**src/pkg/bssc_params.svh**
```systemverilog
`ifndef BSSC_PARAMS_SVH
`define BSSC_PARAMS_SVH

// Clock rate and the 0.1 s time base of every programmed time
`define BSSC_CLK_KHZ 40000
`define BSSC_TICK_MS 100

// Register byte offsets
`define BSSC_OFS_CTRL 8'h00
`define BSSC_OFS_BRK_LVL 8'h04
`define BSSC_OFS_BRK_TIME 8'h08
`define BSSC_OFS_BRK_DLY 8'h0C
`define BSSC_OFS_FULL_LOAD 8'h10
`define BSSC_OFS_JOG_SPD 8'h14
`define BSSC_OFS_JOG_CUR 8'h18
`define BSSC_OFS_JOG_LIM 8'h1C
`define BSSC_OFS_KICK_LVL 8'h20
`define BSSC_OFS_KICK_TIME 8'h24
`define BSSC_OFS_STATUS 8'h28

// Control field positions
`define BSSC_CTRL_BRAKE_ON 0
`define BSSC_CTRL_USE_BEN 1
`define BSSC_CTRL_USE_BDIS 2

// Status field positions
`define BSSC_STAT_LIM_HIT 8
`define BSSC_STAT_BRK_ABORT 9

// Reset values
`define BSSC_RST_CTRL 3'h0
`define BSSC_RST_BRK_LVL 9'h064
`define BSSC_RST_BRK_TIME 16'h0032
`define BSSC_RST_BRK_DLY 16'h0005
`define BSSC_RST_FULL_LOAD 11'h00A
`define BSSC_RST_JOG_SPD 4'h0
`define BSSC_RST_JOG_CUR 9'h064
`define BSSC_RST_JOG_LIM 16'h0000
`define BSSC_RST_KICK_LVL 9'h000
`define BSSC_RST_KICK_TIME 16'h000A

// Decay hold after injection: 0.4 s plus about 3.9 ms per amp of full load current
`define BSSC_DECAY_MIN_MS 400
`define BSSC_DECAY_SCALE 15'h00A
`define BSSC_DECAY_SHIFT 8

`endif

```
**src/pkg/bssc_pkg.sv**
```systemverilog
package bssc_pkg;

  typedef enum logic [2:0] {
    st_idle = 3'h0,
    st_brk_dly = 3'h1,
    st_brk_inj = 3'h2,
    st_brk_dcy = 3'h3,
    st_jog_kick = 3'h4,
    st_jog_run = 3'h5
  } bssc_state_t;

endpackage

```
**src/hw/bssc_tick_div.sv**
```systemverilog
`timescale 1ns/10ps
module bssc_tick_div #(
  parameter int DIV = 4
) (
  // Clock and reset
  input wire logic clk_i,
  input wire logic rst_i,
  // Time base
  output logic tick_o
);
  localparam int W = $clog2(DIV + 1);
  logic [W-1:0] cnt;

  always_ff @(posedge clk_i) begin
    if (rst_i) begin
      cnt <= '0;
      tick_o <= 1'b0;
    end else if (cnt == W'(DIV - 1)) begin
      cnt <= '0;
      tick_o <= 1'b1;
    end else begin
      cnt <= cnt + W'(1);
      tick_o <= 1'b0;
    end
  end
endmodule

```
**src/hw/bssc_down_timer.sv**
```systemverilog
`timescale 1ns/10ps
module bssc_down_timer (
  // Clock and reset
  input wire logic clk_i,
  input wire logic rst_i,
  // Control
  input wire logic load_i,
  input wire logic [15:0] value_i,
  input wire logic tick_i,
  // State
  output logic [15:0] count_o,
  output logic done_o
);
  always_ff @(posedge clk_i) begin
    if (rst_i) begin
      count_o <= 16'h0000;
    end else if (load_i) begin
      count_o <= value_i;
    end else if (tick_i && count_o != 16'h0000) begin
      count_o <= count_o - 16'h0001;
    end
  end

  assign done_o = (count_o == 16'h0000);
endmodule

```
**src/hw/bssc_top.sv**
```systemverilog
// Chosen here: the register addresses and the Wishbone interface to the registers.
`timescale 1ns/10ps
`include "bssc_params.svh"
module bssc_top
  import bssc_pkg::*;
#(
  parameter int TICK_CYCLES = `BSSC_TICK_MS * `BSSC_CLK_KHZ
) (
  // Clock and reset
  input wire logic clk_i,
  input wire logic rst_i,
  // Wishbone slave
  input wire logic wb_cyc_i,
  input wire logic wb_stb_i,
  input wire logic wb_we_i,
  input wire logic [7:0] wb_adr_i,
  input wire logic [3:0] wb_sel_i,
  input wire logic [31:0] wb_dat_i,
  output logic [31:0] wb_dat_o,
  output logic wb_ack_o,
  output logic wb_err_o,
  // Start logic status
  input wire logic run_active_i,
  input wire logic stop_cmd_i,
  // Terminal inputs
  input wire logic cmd_src_term_i,
  input wire logic jog_fwd_in_i,
  input wire logic jog_rev_in_i,
  input wire logic brake_en_in_i,
  input wire logic brake_dis_in_i,
  // Gate drive reference
  output logic gate_en_o,
  output logic dc_inject_o,
  output logic jog_rev_o,
  output logic [3:0] jog_speed_o,
  output logic [8:0] current_ref_o,
  output logic guard_running_class_o,
  // Relays
  output logic brake_relay_o,
  output logic jog_relay_o
);

  bssc_state_t state;
  bssc_state_t next_state;

  logic [2:0] ctrl;
  logic [8:0] brk_lvl;
  logic [15:0] brk_time;
  logic [15:0] brk_dly;
  logic [10:0] full_load;
  logic [3:0] jog_spd;
  logic [8:0] jog_cur;
  logic [15:0] jog_lim;
  logic [8:0] kick_lvl;
  logic [15:0] kick_time;
  logic lim_hit_flag;
  logic brk_abort_flag;

  logic req;
  logic hit;
  logic wr;
  logic [31:0] rd_mux;
  logic [31:0] wval;

  logic tick;
  logic tick_clr;
  logic ph_load;
  logic [15:0] ph_val;
  logic ph_done;
  logic lim_load;
  logic lim_done;
  logic [15:0] lim_cnt;

  logic permit;
  logic jog_st;
  logic brk_st;
  logic jog_req;
  logic dir_held;
  logic lim_hit;
  logic jog_rev;
  logic jog_lock;
  logic [14:0] full_load_x10;
  logic [15:0] decay_ticks;

  function automatic logic [31:0] lane(input logic [31:0] old, input logic [31:0] d,
                                        input logic [3:0] s);
    logic [31:0] r;
    r = old;
    for (int i = 0; i < 4; i++) begin
      if (s[i]) begin
        r[i*8 +: 8] = d[i*8 +: 8];
      end
    end
    return r;
  endfunction

  // Register bus: one wait state, unmapped offsets answer with err
  assign req = wb_cyc_i & wb_stb_i;
  assign wr = req & wb_we_i & hit & ~wb_ack_o;
  assign wval = lane(rd_mux, wb_dat_i, wb_sel_i);

  always_comb begin
    hit = 1'b1;
    rd_mux = 32'h0000_0000;
    case (wb_adr_i)
      `BSSC_OFS_CTRL: rd_mux = {29'h0, ctrl};
      `BSSC_OFS_BRK_LVL: rd_mux = {23'h0, brk_lvl};
      `BSSC_OFS_BRK_TIME: rd_mux = {16'h0, brk_time};
      `BSSC_OFS_BRK_DLY: rd_mux = {16'h0, brk_dly};
      `BSSC_OFS_FULL_LOAD: rd_mux = {21'h0, full_load};
      `BSSC_OFS_JOG_SPD: rd_mux = {28'h0, jog_spd};
      `BSSC_OFS_JOG_CUR: rd_mux = {23'h0, jog_cur};
      `BSSC_OFS_JOG_LIM: rd_mux = {16'h0, jog_lim};
      `BSSC_OFS_KICK_LVL: rd_mux = {23'h0, kick_lvl};
      `BSSC_OFS_KICK_TIME: rd_mux = {16'h0, kick_time};
      `BSSC_OFS_STATUS: rd_mux = {lim_cnt, 6'h0, brk_abort_flag, lim_hit_flag,
                                  jog_lock, jog_rev, jog_relay_o, brake_relay_o,
                                  1'b0, state};
      default: hit = 1'b0;
    endcase
  end

  always_ff @(posedge clk_i) begin
    if (rst_i) begin
      wb_ack_o <= 1'b0;
      wb_err_o <= 1'b0;
      wb_dat_o <= 32'h0000_0000;
    end else begin
      wb_ack_o <= req & hit & ~wb_ack_o & ~wb_err_o;
      wb_err_o <= req & ~hit & ~wb_ack_o & ~wb_err_o;
      if (req & ~wb_ack_o & ~wb_err_o) begin
        wb_dat_o <= wb_we_i ? 32'h0000_0000 : rd_mux;
      end
    end
  end

  always_ff @(posedge clk_i) begin
    if (rst_i) begin
      ctrl <= `BSSC_RST_CTRL;
      brk_lvl <= `BSSC_RST_BRK_LVL;
      brk_time <= `BSSC_RST_BRK_TIME;
      brk_dly <= `BSSC_RST_BRK_DLY;
      full_load <= `BSSC_RST_FULL_LOAD;
      jog_spd <= `BSSC_RST_JOG_SPD;
      jog_cur <= `BSSC_RST_JOG_CUR;
      jog_lim <= `BSSC_RST_JOG_LIM;
      kick_lvl <= `BSSC_RST_KICK_LVL;
      kick_time <= `BSSC_RST_KICK_TIME;
    end else if (wr) begin
      case (wb_adr_i)
        `BSSC_OFS_CTRL: ctrl <= wval[2:0];
        `BSSC_OFS_BRK_LVL: brk_lvl <= wval[8:0];
        `BSSC_OFS_BRK_TIME: brk_time <= wval[15:0];
        `BSSC_OFS_BRK_DLY: brk_dly <= wval[15:0];
        `BSSC_OFS_FULL_LOAD: full_load <= wval[10:0];
        `BSSC_OFS_JOG_SPD: jog_spd <= wval[3:0];
        `BSSC_OFS_JOG_CUR: jog_cur <= wval[8:0];
        `BSSC_OFS_JOG_LIM: jog_lim <= wval[15:0];
        `BSSC_OFS_KICK_LVL: kick_lvl <= wval[8:0];
        `BSSC_OFS_KICK_TIME: kick_time <= wval[15:0];
        default: ;
      endcase
    end
  end

  // Sticky status, write one to clear; a new event wins over the clear
  always_ff @(posedge clk_i) begin
    if (rst_i) begin
      lim_hit_flag <= 1'b0;
      brk_abort_flag <= 1'b0;
    end else begin
      if (jog_st && lim_hit) begin
        lim_hit_flag <= 1'b1;
      end else if (wr && wb_adr_i == `BSSC_OFS_STATUS && wval[`BSSC_STAT_LIM_HIT]) begin
        lim_hit_flag <= 1'b0;
      end
      if (brk_st && state != st_brk_dcy && !permit) begin
        brk_abort_flag <= 1'b1;
      end else if (wr && wb_adr_i == `BSSC_OFS_STATUS && wval[`BSSC_STAT_BRK_ABORT]) begin
        brk_abort_flag <= 1'b0;
      end
    end
  end

  // Time base restarts with each phase, so no phase loses a partial tick
  assign tick_clr = rst_i | ph_load;

  bssc_tick_div #(.DIV(TICK_CYCLES)) u_tick (
    .clk_i(clk_i),
    .rst_i(tick_clr),
    .tick_o(tick)
  );

  bssc_down_timer u_phase (
    .clk_i(clk_i),
    .rst_i(rst_i),
    .load_i(ph_load),
    .value_i(ph_val),
    .tick_i(tick),
    .count_o(),
    .done_o(ph_done)
  );

  // Reloaded while idle, so each request starts from the full limit
  assign lim_load = (state == st_idle);

  bssc_down_timer u_limit (
    .clk_i(clk_i),
    .rst_i(rst_i),
    .load_i(lim_load),
    .value_i(jog_lim),
    .tick_i(tick & jog_st),
    .count_o(lim_cnt),
    .done_o(lim_done)
  );

  // Bigger motors hold the relay longer so the contactor opens little current
  assign full_load_x10 = 15'(full_load) * `BSSC_DECAY_SCALE;
  assign decay_ticks = 16'(`BSSC_DECAY_MIN_MS / `BSSC_TICK_MS)
                     + {9'h000, full_load_x10[14:`BSSC_DECAY_SHIFT]};

  assign permit = (~ctrl[`BSSC_CTRL_USE_BEN] | brake_en_in_i)
                & (~ctrl[`BSSC_CTRL_USE_BDIS] | ~brake_dis_in_i);
  assign jog_st = (state == st_jog_kick) || (state == st_jog_run);
  assign brk_st = (state == st_brk_dly) || (state == st_brk_inj) || (state == st_brk_dcy);
  // Keypad has no path into the request at all
  assign jog_req = (jog_fwd_in_i | jog_rev_in_i)
                 & cmd_src_term_i
                 & (jog_spd != 4'h0)
                 & ~run_active_i & ~jog_lock;
  assign dir_held = jog_rev ? jog_rev_in_i : jog_fwd_in_i;
  assign lim_hit = (jog_lim != 16'h0000) & lim_done;

  always_comb begin
    next_state = state;
    ph_load = 1'b0;
    ph_val = 16'h0000;
    unique case (state)
      st_idle: begin
        if (stop_cmd_i && ctrl[`BSSC_CTRL_BRAKE_ON] && permit) begin
          next_state = st_brk_dly;
          ph_load = 1'b1;
          ph_val = brk_dly;
        end else if (jog_req) begin
          ph_load = 1'b1;
          if (kick_lvl != 9'h000) begin
            next_state = st_jog_kick;
            ph_val = kick_time;
          end else begin
            next_state = st_jog_run;
          end
        end
      end
      st_brk_dly: begin
        if (!permit) begin
          next_state = st_idle;
        end else if (ph_done) begin
          next_state = st_brk_inj;
          ph_load = 1'b1;
          ph_val = brk_time;
        end
      end
      st_brk_inj: begin
        if (!permit) begin
          next_state = st_idle;
        end else if (ph_done) begin
          next_state = st_brk_dcy;
          ph_load = 1'b1;
          ph_val = decay_ticks;
        end
      end
      st_brk_dcy: begin
        if (ph_done) begin
          next_state = st_idle;
        end
      end
      st_jog_kick: begin
        if (!dir_held || lim_hit) begin
          next_state = st_idle;
        end else if (ph_done) begin
          next_state = st_jog_run;
        end
      end
      st_jog_run: begin
        if (!dir_held || lim_hit) begin
          next_state = st_idle;
        end
      end
      default: next_state = st_idle;
    endcase
  end

  always_ff @(posedge clk_i) begin
    if (rst_i) begin
      state <= st_idle;
    end else begin
      state <= next_state;
    end
  end

  // Forward wins when both inputs rise together
  always_ff @(posedge clk_i) begin
    if (rst_i) begin
      jog_rev <= 1'b0;
    end else if (state == st_idle && jog_req) begin
      jog_rev <= ~jog_fwd_in_i;
    end
  end

  // After a limit stop the inputs must be released before a new request
  always_ff @(posedge clk_i) begin
    if (rst_i) begin
      jog_lock <= 1'b0;
    end else if (jog_st && lim_hit) begin
      jog_lock <= 1'b1;
    end else if (!jog_fwd_in_i && !jog_rev_in_i) begin
      jog_lock <= 1'b0;
    end
  end

  always_ff @(posedge clk_i) begin
    if (rst_i) begin
      gate_en_o <= 1'b0;
      dc_inject_o <= 1'b0;
      jog_rev_o <= 1'b0;
      jog_speed_o <= 4'h0;
      current_ref_o <= 9'h000;
      guard_running_class_o <= 1'b0;
      brake_relay_o <= 1'b0;
      jog_relay_o <= 1'b0;
    end else begin
      gate_en_o <= (state == st_brk_inj) || jog_st;
      dc_inject_o <= (state == st_brk_inj);
      jog_rev_o <= jog_st & jog_rev;
      jog_speed_o <= jog_st ? jog_spd : 4'h0;
      unique case (state)
        st_brk_inj: current_ref_o <= brk_lvl;
        st_jog_kick: current_ref_o <= kick_lvl;
        st_jog_run: current_ref_o <= jog_cur;
        default: current_ref_o <= 9'h000;
      endcase
      guard_running_class_o <= jog_st || brk_st;
      brake_relay_o <= brk_st;
      jog_relay_o <= jog_st;
    end
  end
endmodule

```
**config.mk**
```make
export PLATFORM = sky130hd
export DESIGN_NAME = bssc_top
export DESIGN_NICKNAME = d
export VERILOG_FILES = /design/src/pkg/bssc_pkg.sv /design/src/hw/bssc_tick_div.sv /design/src/hw/bssc_down_timer.sv /design/src/hw/bssc_top.sv
export VERILOG_INCLUDE_DIRS = /design/src /design/src/pkg
export SDC_FILE = /design/constraint.sdc
export NUM_CORES = 1
export LEC_CHECK = 0
export BUFFER_PORTS_ARGS = -buffer_cell sky130_fd_sc_hd__clkbuf_2
export CORE_MARGIN = 5
export CORE_UTILIZATION = 60
export CTS_CLUSTER_DIAMETER = 30
export CTS_CLUSTER_SIZE = 28
export DETAILED_ROUTE_END_ITERATION = 8
export GPL_TIMING_DRIVEN = 0
export HOLD_SLACK_MARGIN = 0.15
export PLACE_DENSITY = 0.81
export SETUP_SLACK_MARGIN = 0.15
export SLEW_MARGIN = 20
export SYNTH_ARGS = -nofsm -noshare
export SYNTH_HDL_FRONTEND = slang
export SYNTH_HIERARCHICAL = 1
export SYNTH_SLANG_ARGS = --single-unit
```
**constraint.sdc**
```tcl
create_clock -name clk_i -period 6 [get_ports clk_i]
set_input_delay 0.6 -clock clk_i [delete_from_list [all_inputs] [get_ports clk_i]]
set_output_delay 0.6 -clock clk_i [all_outputs]
set_load 0.03 [all_outputs]
```
==> results of run 1 <==
==> cell usage in the layout, fill, tap and decap left out, drive strengths merged, types with 32 or more instances in the layout <==
master	n
nor2	137
clkbuf	184
nand3	41
dfxtp	224
o21ai	32
nand2	222
a21oi	130
inv	33
a22oi	53
buf	33
nor3	34
==> power groups by stage <==
stage / sequential (mW) / combinational [mW] / clock, mW
floorplan: 1.67 / 0.712 / 0
global placement: 1.68 / 0.967 / 0
detailed placement: 1.69 / 0.973 / 0
CTS: 1.66 / 0.979 / 2.36
global route: 1.67 / 1.09 / 2.44
finish: 1.66 / 1.01 / 2.36
==> state kept, by name, summed over array words and instances, names as in the netlist, 16 cells and up <==
signal,flops
wb_dat_o,32
u_tick/cnt,22
brk_dly,16
brk_time,16
jog_lim,16
kick_time,16
u_limit/count_o,16
u_phase/count_o,16
==> metal layers <==
layer | vias to the layer above | global-route usage, % | part of all wire (%)
met1 | 5367 | 47.5 | 39
met3 | 174 | 9.44 | 12
met5 | - | 0 | 0
met4 | 0 | 19.8 | 6.1
met2 | 785 | 57.8 | 43
li1 | 5224 | - | -
==> cell type report <==
cell class,instances,area (um2)
buffer,84,452
clock buffer,49,1140
clock inverter,27,287
fill,1456,5130
inverter,26,97.6
multi-input combinational,1026,6330
sequential,224,4480
tap,234,293
timing repair buffer,86,430
==> logic make-up after synthesis <==
family                   Yosys count
AO/OA/AOI/OAI                    335
XOR/XNOR                          38
adder cells (fa/ha/maj)           21
buffers and inverters            110
flip-flops                       224
multiplexers                      47
AND/OR/NAND/NOR                  585
==> worst paths after layout <==
path	startpoint	endpoint	depth (start not counted)
max	u_phase/count_o[7]$_SDFFE_PP0P_	u_phase/count_o[7]$_SDFFE_PP0P_	9
min	jog_fwd_in_i	jog_rev$_SDFFE_PP0P_	2
max reg2reg	u_phase/count_o[7]$_SDFFE_PP0P_	u_phase/count_o[7]$_SDFFE_PP0P_	9
min reg2reg	u_tick/cnt[0]$_SDFF_PP0_	u_tick/cnt[0]$_SDFF_PP0_	1
==> synthesized netlist by cell type, types with 6 or more instances <==
| master | instances |
|---|---|
| dfxtp_1 | 224 |
| nand2_1 | 222 |
| nor2_1 | 130 |
| a21oi_1 | 129 |
| a22oi_1 | 53 |
| clkbuf_1 | 46 |
| nand3_1 | 41 |
| nor3_1 | 33 |
| mux2i_1 | 25 |
| o21ai_0 | 25 |
| xnor2_1 | 25 |
| inv_1 | 24 |
| a211oi_1 | 23 |
| ha_1 | 20 |
| a222oi_1 | 18 |
| nand3b_1 | 18 |
| mux2_2 | 17 |
| nor4_1 | 17 |
| buf_2 | 16 |
| nand4_1 | 15 |
| a22o_1 | 14 |
| and3_1 | 13 |
| or3_1 | 13 |
| xor2_1 | 13 |
| nor2b_1 | 10 |
| and2_1 | 8 |
| buf_6 | 8 |
| nor3b_1 | 7 |
| o21bai_1 | 7 |
| o22ai_1 | 7 |
| a311oi_1 | 6 |
| buf_4 | 6 |
| or3_2 | 6 |
| or4_1 | 6 |
==> through the flow <==
step	std cells	setup WS, ns
detailed placement	1680	2.40
global placement	1680	2.42
global route	1756	2.05
floorplan	1360	3.05
CTS	1756	2.34
finish	1756	2.30
==> worst reg2reg max path: stages, from the launching register on <==
cell      delay (ns)
dfxtp_1         0.36
or4_4           0.56
and4bb_2        0.37
buf_6           0.18
nand2_1         0.15
a211o_1         0.33
a21oi_1         0.59
clkinv_1        0.44
clkbuf_1        0.33
a211oi_1        0.30
==> impl_metrics.toml, run 1 <==
[pwr]
combPwrFrac_pct = 20.0
p_leak_nw = 5.07
irDropWorstVdd_v = 0.000243
finalPower_mw = 5.03
p_switching_mw = 1.59
p_seq_share_pct = 33.1
p_int_mw = 3.44
swShare_pct = 31.7
clkPwrFrac_pct = 47.0
p_per_area_mw_per_mm2 = 372

[sta]
hold_viol_final = 0
timing.setup.tns_ns = 0
finalSetupViolCount = 0
final-max-slew-violation-count = 0
final.setup_skew_ns = 0.0139
holdWs_ns = 0.328
post-route-min-period_ns = 3.70
fmax_mhz = 270
rsz0062_at_grt = "no"
max_slew_margin_pct = 27.6
worst_pin_slew_ns = 1.08
post-route-period-util_pct = 61.7

[setup_path]
slowest_delay_ns = 0.59
crit_fanout = 12
cp_top_family = "compound AO/OA/AOI/OAI gates"
critPathArrivalTime_ns = 4.13
rrSetupSlack_ns = 2.30
slowest_stage = "a21oi_1"
crit_type = "reg -> reg"
cp-start-kind = "flip-flop"
crit_chain = "or4_4, and4bb_2, buf_6, nand2_1, a211o_1, a21oi_1, clkinv_1, clkbuf_1, a211oi_1"
path_buf_inv = 3
cp-end-kind = "flip-flop"
worst_ep_required_time_ns = 6.43

[clock_network]
cts_tree = "built"
cts_num_sinks = 224
clk_pin_slew_ns = 0.05
clock_latency_ns = 0.52
cts_hold_buf = 0
cts-root-buf = "clkbuf_16"
clockBufferDepth = 3
cts_buffers = 42
h-tree-depth = 2
cts_resized = 0
cts_setup_buffers = 0

[final_layout]
utilization_pct = 72.5
syn2layout_area_growth_pct = 19.1
layout.nets = 1566
antennaDiodeCount = 0
drive_gt1_share_pct = 17.0
postLayoutCellArea_mm2 = 0.0135

[yosys]
mappedNetlistArea_mm2 = 0.0113
synth_fp_nets = 1436
yosysTopAreaCellShare_pct = 39.5
synth_edf_count = 0
synthFlopType = "dfxtp_1"
synth_compound_area_share_pct = 19.9
syn_avg_cell_area_um2 = 8.34
synthAdderAreaFrac_pct = 2.29
ys_ff_latch = 224
syn_inst = 1360
ys_async_sr_fraction_pct = 0
yosys.area.top_type = "dfxtp_1"
synth_xor_area_share_pct = 2.93
synth_top_family_by_area = "simple AND/OR/NAND/NOR gates"
synth-simple-area-share_pct = 25.9
synthTopCellsByArea = "dfxtp_1 40%, nand2_1 7.3%, a21oi_1 5.7%, nor2_1 4.3%, a22oi_1 3.5%"
yosys_warnings = 6
synth_mux_area_share_pct = 4.62
ys_seq_area_share_pct = 39.5
synth.distinct_cells = 90

[route]
post_drt_wl_per_cell_um = 23.7
num_vias = 11600
vias_per_cell = 6.58
detail_route.iter0.violations = 1562
dr.pass1.iters = 9
wl_um = 41500
ant_nets = 0
drt_drc_violations_left = 1

[floorplan]
rows = 50
core_area_mm2 = 0.0186
initial_core_util_pct = 60.8
pin_count = 109
die_area_mm2 = 0.0218
fp.dieW_um = 147
dieHeight_um = 147

[run]
max_cap_viol_count = 0

[placement]
hpwlAfterDp_um = 30600
dpl-instance-area_mm2 = 0.0121
gp_congestion = 1.08
io_buffers = 86

[run_status]
violations = "design-rule violations"
outcome = "finished, violations left"

[global_routing]
grt_first_pass_wirelength_um = 63200
grt-ovfl-total = 0
grtUsageTotal_pct = 37.1
grt_pass1_vias = 11100
grt_antenna_before_repair = 0
grt_max_degree = 14

[hold_path]
min_path_type = "in -> reg"
(Power assumes the default switching activity.)
==> run 2, diff against run 1 <==
- CORE_UTILIZATION: 60 -> 54
- PLACE_DENSITY: 0.81 -> 0.77
- clock period: 6 -> 3.35 ns (I/O delays scaled with it)
==> run 2 against run 1 <==
  * The flow now finishes without violations
  * Register-to-register slack got worse by 2.0 ns
  * Largest power group unchanged
  * Clock skew fell by 0.0031 ns
  * First-iteration DRC count shrank 2.6%
  * Sequential cell count unchanged
  * Clock power increased by 88%
  * Critical path depth unchanged
  * Total power up 86%
  * Wire length fell by 2.6%
  * Critical path type unchanged
  * Clock-buffer cell count up 5
  * Sequential power increased by 79%
  * Combinational power grew 91%
  * Non-clock buffer count grew 5
==> impl_metrics.toml, run 2 (synthesized netlist as in run 1, its figures left out) <==
[final_layout]
utilization_pct = 66.0
syn2layout_area_growth_pct = 21.2
final_common_cell = "dfxtp_1"
drive_gt1_share_pct = 18.0
max_flop_register = "wb_dat_o"
top_regs = "wb_dat_o: 32 flops, u_tick/cnt: 22 flops"
layout.nets = 1575
stdcell_count = 1812
antennaDiodeCount = 0
postLayoutCellArea_mm2 = 0.0137
largest_reg_flops = 32
final_cell_mix = "224 x dfxtp_1, 222 x nand2_1, 130 x nor2_1"

[placement]
dp.cells = 1721
hpwlAfterDp_um = 29400
io_buffers = 86
gp_congestion = 1.09
dpl-instance-area_mm2 = 0.0121

[global_routing]
grt_pass1_vias = 11100
grt-ovfl-total = 0
grt_max_degree = 13
grtUsageTotal_pct = 33.0
grt_first_pass_wirelength_um = 62800
grt_antenna_before_repair = 0

[route]
dr.pass1.iters = 7
num_vias = 11500
ant_nets = 0
detail_route.iter0.violations = 1522
wl_um = 40400
drt_drc_violations_left = 0
vias_per_cell = 6.33
post_drt_wl_per_cell_um = 22.3

[sta]
worst_pin_slew_ns = 0.947
max_slew_margin_pct = 36.3
post-route-min-period_ns = 3.07
hold_viol_final = 0
finalSetupViolCount = 0
post-route-period-util_pct = 91.6
timing.setup.tns_ns = 0
final-max-slew-violation-count = 0
fmax_mhz = 326
final.setup_skew_ns = 0.0107
rsz0062_at_grt = "no"

[floorplan]
pin_count = 109
rows = 53
core_area_mm2 = 0.0208
dieHeight_um = 155
fp.dieW_um = 155
initial_core_util_pct = 54.5
die_area_mm2 = 0.0240

[pwr]
irDropWorstVdd_v = 0.000550
p_leak_nw = 5.16
p_per_area_mw_per_mm2 = 680
finalPower_mw = 9.35

[clock_network]
cts_num_sinks = 224
clk_pin_slew_ns = 0.05
cts-root-buf = "clkbuf_16"
cts_buffers = 46
cts_tree = "built"
clock_latency_ns = 0.53
h-tree-depth = 2
clockBufferDepth = 3

[setup_path]
slowest_stage = "or4_1"
crit_fanout = 12
slowest_delay_ns = 0.58
critPathArrivalTime_ns = 3.50
crit_chain = "or4_1, and4bb_2, buf_6, nand2_1, a211o_1, a21oi_4, clkinv_2, buf_2, a211oi_1"
crit_type = "reg -> reg"
cp_top_family = "simple AND/OR/NAND/NOR gates"
cp-start-kind = "flip-flop"
cp-end-kind = "flip-flop"
worst_ep_required_time_ns = 3.78
path_buf_inv = 3

[run]
max_cap_viol_count = 0

[hold_path]
min_path_type = "in -> reg"

[run_status]
outcome = "finished, final reports clean"
[run 2: final timing paths]
path / startpoint / depth (start not counted) / slack [ns] / end
worst min-delay path: wb_we_i / 4 / 0.25 / wb_dat_o[7]$_SDFFE_PP0P_
worst min register to register: brk_dly[14]$_SDFFE_PP0P_ / 2 / 0.47 / brk_dly[14]$_SDFFE_PP0P_
worst max register to register: u_phase/count_o[10]$_SDFFE_PP0P_ / 9 / 0.28 / u_phase/count_o[0]$_SDFFE_PP0P_
worst max-delay path: u_phase/count_o[10]$_SDFFE_PP0P_ / 9 / 0.28 / u_phase/count_o[0]$_SDFFE_PP0P_
[run 2: power by group]
group | total [mW] | switching (mW) | internal [mW] | leakage [nW]
combinational | 1.93 | 1.25 | 0.681 | 2.60
sequential | 2.97 | 0.165 | 2.81 | 1.81
clock | 4.44 | 1.56 | 2.88 | 0.746
[run 2: per-layer routing]
layer | global-route usage (%) | vias to the layer above | routed length (um)
li1 | - | 5233 | -
met1 | 43.8 | 5461 | 16300
met2 | 52.9 | 650 | 18400
met3 | 5.92 | 132 | 3880
met4 | 14.3 | 0 | 1890
met5 | 0 | - | 0
[run 2: final cells by class]
type | instances | area, um2
Fill cell | 1724 | 7070
Multi-Input combinational cell | 1026 | 6350
Sequential cell | 224 | 4480
Clock buffer | 54 | 1260
Timing Repair Buffer | 91 | 473
Buffer | 84 | 458
Tap cell | 275 | 344
Clock inverter | 32 | 277
Inverter | 26 | 98.8
[run 2: per-stage QoR]
step	hold WS [ns]	setup WS [ns]
after CTS	0.227	0.160
after detailed placement	0.464	-0.409
final	0.245	0.282
after global routing	0.264	0.149
after global placement	0.442	-0.361
after floorplan	0.423	0.402
[run 2: timing repair]
| action | 4_1_cts | 5_1_grt |
|---|---|---|
| pin swaps | 0 | 2 |
| hold buffers | 2 | 0 |
| buffers inserted | 0 | 3 |
| endpoints found under the hold margin | 2 | 0 |
| resized for setup | 6 | 4 |
| setup endpoints to repair | 36 | 37 |
[run 2: worst register-to-register path, cell delays in order, from the launching register on]
cell,delay (ns)
dfxtp_1,0.33
or4_1,0.58
and4bb_2,0.38
buf_6,0.19
nand2_1,0.18
a211o_1,0.38
a21oi_4,0.23
clkinv_2,0.19
buf_2,0.23
a211oi_1,0.26
==> run 3, diff against run 2 <==
- SYNTH_HIERARCHICAL: 1 -> default
==> run 3 against run 2 <==
  * Cell count down 0.55%
  * Utilization is 1.2 points higher
  * First-iteration DRC count shrank 0.53%
  * Sequential cell count unchanged
  * Worst hold slack lost 0.077 ns
  * Largest power group unchanged
  * Register-to-register slack got worse by 0.03 ns
  * Highest routed layer is now met5
==> impl_metrics.toml, run 3 <==
[run_status]
outcome = "finished, final reports clean"

[sta]
fin_ws_ns = 0.256
final.setup_skew_ns = 0.0171
fmax_mhz = 323
post-route-min-period_ns = 3.09
post-route-period-util_pct = 92.4
worst_pin_slew_ns = 1.18
timing.setup.tns_ns = 0
max_slew_margin_pct = 19.4
finalSetupViolCount = 0
rsz0062_at_grt = "yes"
hold_viol_final = 0
final-max-slew-violation-count = 0

[setup_path]
slowest_stage = "dfxtp_1"
rrSetupSlack_ns = 0.26
crit_chain = "ha_1, ha_1, and2_1, a22o_1, a311o_1, xor2_1, ha_1, o311ai_1, a21oi_1, nor3_1, a211oi_2"
cp_num_cells = 11
r2r_end = "u_phase.count_o[6]$_SDFFE_PP0P_"
slowest_delay_ns = 0.48
cp_common_cell = "ha_1"
critPathCapture = "u_phase.count_o[6]$_SDFFE_PP0P_"
critPathArrivalTime_ns = 3.48
cp-end-kind = "flip-flop"
cp-start-kind = "flip-flop"
critPathLaunch = "full_load[6]$_SDFFE_PP0P_"
crit_fanout = 4
reg2reg_depth = 11
worst_ep_required_time_ns = 3.74
r2r_start = "full_load[6]$_SDFFE_PP0P_"
cp_top_family = "compound AO/OA/AOI/OAI gates"
crit_type = "reg -> reg"
path_buf_inv = 0

[final_layout]
syn2layout_area_growth_pct = 23.2
top_regs = "wb_dat_o: 32 flops, u_tick.cnt: 22 flops"
drive_gt1_share_pct = 15.9
postLayoutCellArea_mm2 = 0.0136
max_flop_register = "wb_dat_o"
final_common_cell = "nand2_1"
final_cell_mix = "251 x nand2_1, 224 x dfxtp_1, 142 x a21oi_1"
antennaDiodeCount = 0
layout.nets = 1569
fillCellCount = 1637
largest_reg_flops = 32

[yosys]
yosysMostFrequentCell = "nand2_1"
yosys_warnings = 0
syn_inst = 1356
synthFlopType = "dfxtp_1"
yosysTopAreaCellShare_pct = 40.8
mappedNetlistArea_mm2 = 0.0110
synth.distinct_cells = 81
ys_seq_area_share_pct = 40.8
yosys.area.top_type = "dfxtp_1"
synthTopCellsByArea = "dfxtp_1 41%, nand2_1 8.6%, a21oi_1 6.5%, nor2_1 4.8%, a22oi_1 4.3%"
synth_fp_nets = 1432
ys_async_sr_fraction_pct = 0
syn_avg_cell_area_um2 = 8.11
synth_edf_count = 0
ys_ff_latch = 224
synth_common_cells = "251 x nand2_1, 224 x dfxtp_1, 142 x a21oi_1"

[route]
dr.pass1.iters = 8
wl_met1_um = 15100
post_drt_wl_per_cell_um = 21.4
vias_per_cell = 6.37
drt_drc_violations_left = 0
dr_wl_met2_um = 16800
wl_um = 38600
wl_met3_um = 4560
ant_nets = 0
dr.max_layer_used = "met5"
num_vias = 11500
detail_route.iter0.violations = 1514

[clock_network]
cts-root-buf = "clkbuf_16"
clk_pin_slew_ns = 0.05
cts_buffers = 49
clockBufferDepth = 3
cts_tree = "built"
cts_setup_buffers = 0
clock_latency_ns = 0.55
cts_num_sinks = 224
h-tree-depth = 2

[global_routing]
grt-ovfl-total = 0
grtUsageTotal_pct = 31.5
grt_pass1_vias = 10700
grt_antenna_before_repair = 1
grt_max_degree = 14
grt_first_pass_wirelength_um = 59300

[floorplan]
dieHeight_um = 153
pin_count = 109
rows = 52
fp.dieW_um = 153
initial_core_util_pct = 54.6
die_area_mm2 = 0.0233
core_area_mm2 = 0.0202

[pwr]
p_per_area_mw_per_mm2 = 738
p_leak_nw = 5.21
irDropWorstVdd_v = 0.000569

[placement]
gp_congestion = 1.01
io_buffers = 85
dpl-instance-area_mm2 = 0.0118
pre_cts_ws_ns = 0.106
hpwlAfterDp_um = 27400

[run]
max_cap_viol_count = 0

[hold_path]
min_path_type = "in -> reg"
-- run 3: cell type report --
type / count / area, um2 / area share [%]
Inverter: 26 / 97.6 / 0.720
Clock inverter: 22 / 349 / 2.58
Clock buffer: 68 / 1410 / 10.4
Sequential cell: 224 / 4480 / 33.1
Timing Repair Buffer: 86 / 435 / 3.21
Multi-Input combinational cell: 1017 / 6060 / 44.7
Buffer: 89 / 382 / 2.82
Tap cell: 270 / 338 / 2.49
-- run 3: worst register-to-register path: stages, from the launching register on --
cell and delay [ns]:
dfxtp_1 0.48, ha_1 0.30, ha_1 0.33, and2_1 0.19
a22o_1 0.21, a311o_1 0.34, xor2_1 0.16, ha_1 0.26
o311ai_1 0.29, a21oi_1 0.09, nor3_1 0.20, a211oi_2 0.09
-- run 3: power by group --
part	total (mW)	internal, mW	switching [mW]
Clock	5.08	3.53	1.55
Combinational	2.03	0.711	1.32
Sequential	2.89	2.78	0.112
Total	10.0	7.02	2.98
-- run 3: worst min-delay path by stage --
| stage | startpoint | end | cells after the start |
|---|---|---|---|
| 3_3_place_gp | u_tick.cnt[0]$_SDFF_PP0_ | u_tick.cnt[0]$_SDFF_PP0_ | 1 |
| 2_1_floorplan | u_tick.cnt[0]$_SDFF_PP0_ | u_tick.cnt[0]$_SDFF_PP0_ | 1 |
| 3_5_place_dp | u_tick.cnt[0]$_SDFF_PP0_ | u_tick.cnt[0]$_SDFF_PP0_ | 1 |
| 5_1_grt | wb_we_i | wb_dat_o[3]$_SDFFE_PP0P_ | 4 |
| 6_report | wb_we_i | wb_dat_o[3]$_SDFFE_PP0P_ | 4 |
| 4_1_cts | wb_we_i | wb_dat_o[3]$_SDFFE_PP0P_ | 4 |
-- run 3: layer usage --
metal  track usage, %  vias to the layer above
li1                 -                     5171
met1             41.9                     5339
met2             49.0                      785
met3             7.24                      183
met4             14.3                        2
met5                0                        -
-- run 3: stage by stage --
stage	utilization (%)	hold slack [ns]	power [mW]	std cells
after floorplan	-	0.430	4.37	1356
after global placement	58.3	0.439	4.83	1711
after detailed placement	58.4	0.453	4.87	1711
after CTS	67.1	0.154	9.94	1802
after global routing	67.2	0.233	10.3	1802
final	67.2	0.168	10.0	1802
-- run 3: timing repair --
item	CTS	global route
resized for setup	0	2
endpoints found under the setup margin	0	9
hold buffers	1	0
hold endpoints to repair	1	0
-- run 3: cell families after synthesis --
kind of cell | share of synthesized area [%]
and+or+nand+nor | 25.8
AOI/OAI and AO/OA | 21.0
DFF | 40.8
buffers and inverters | 4.36
muxes | 3.31
xor gates and xnor gates | 2.39
adders and majority gates | 2.37
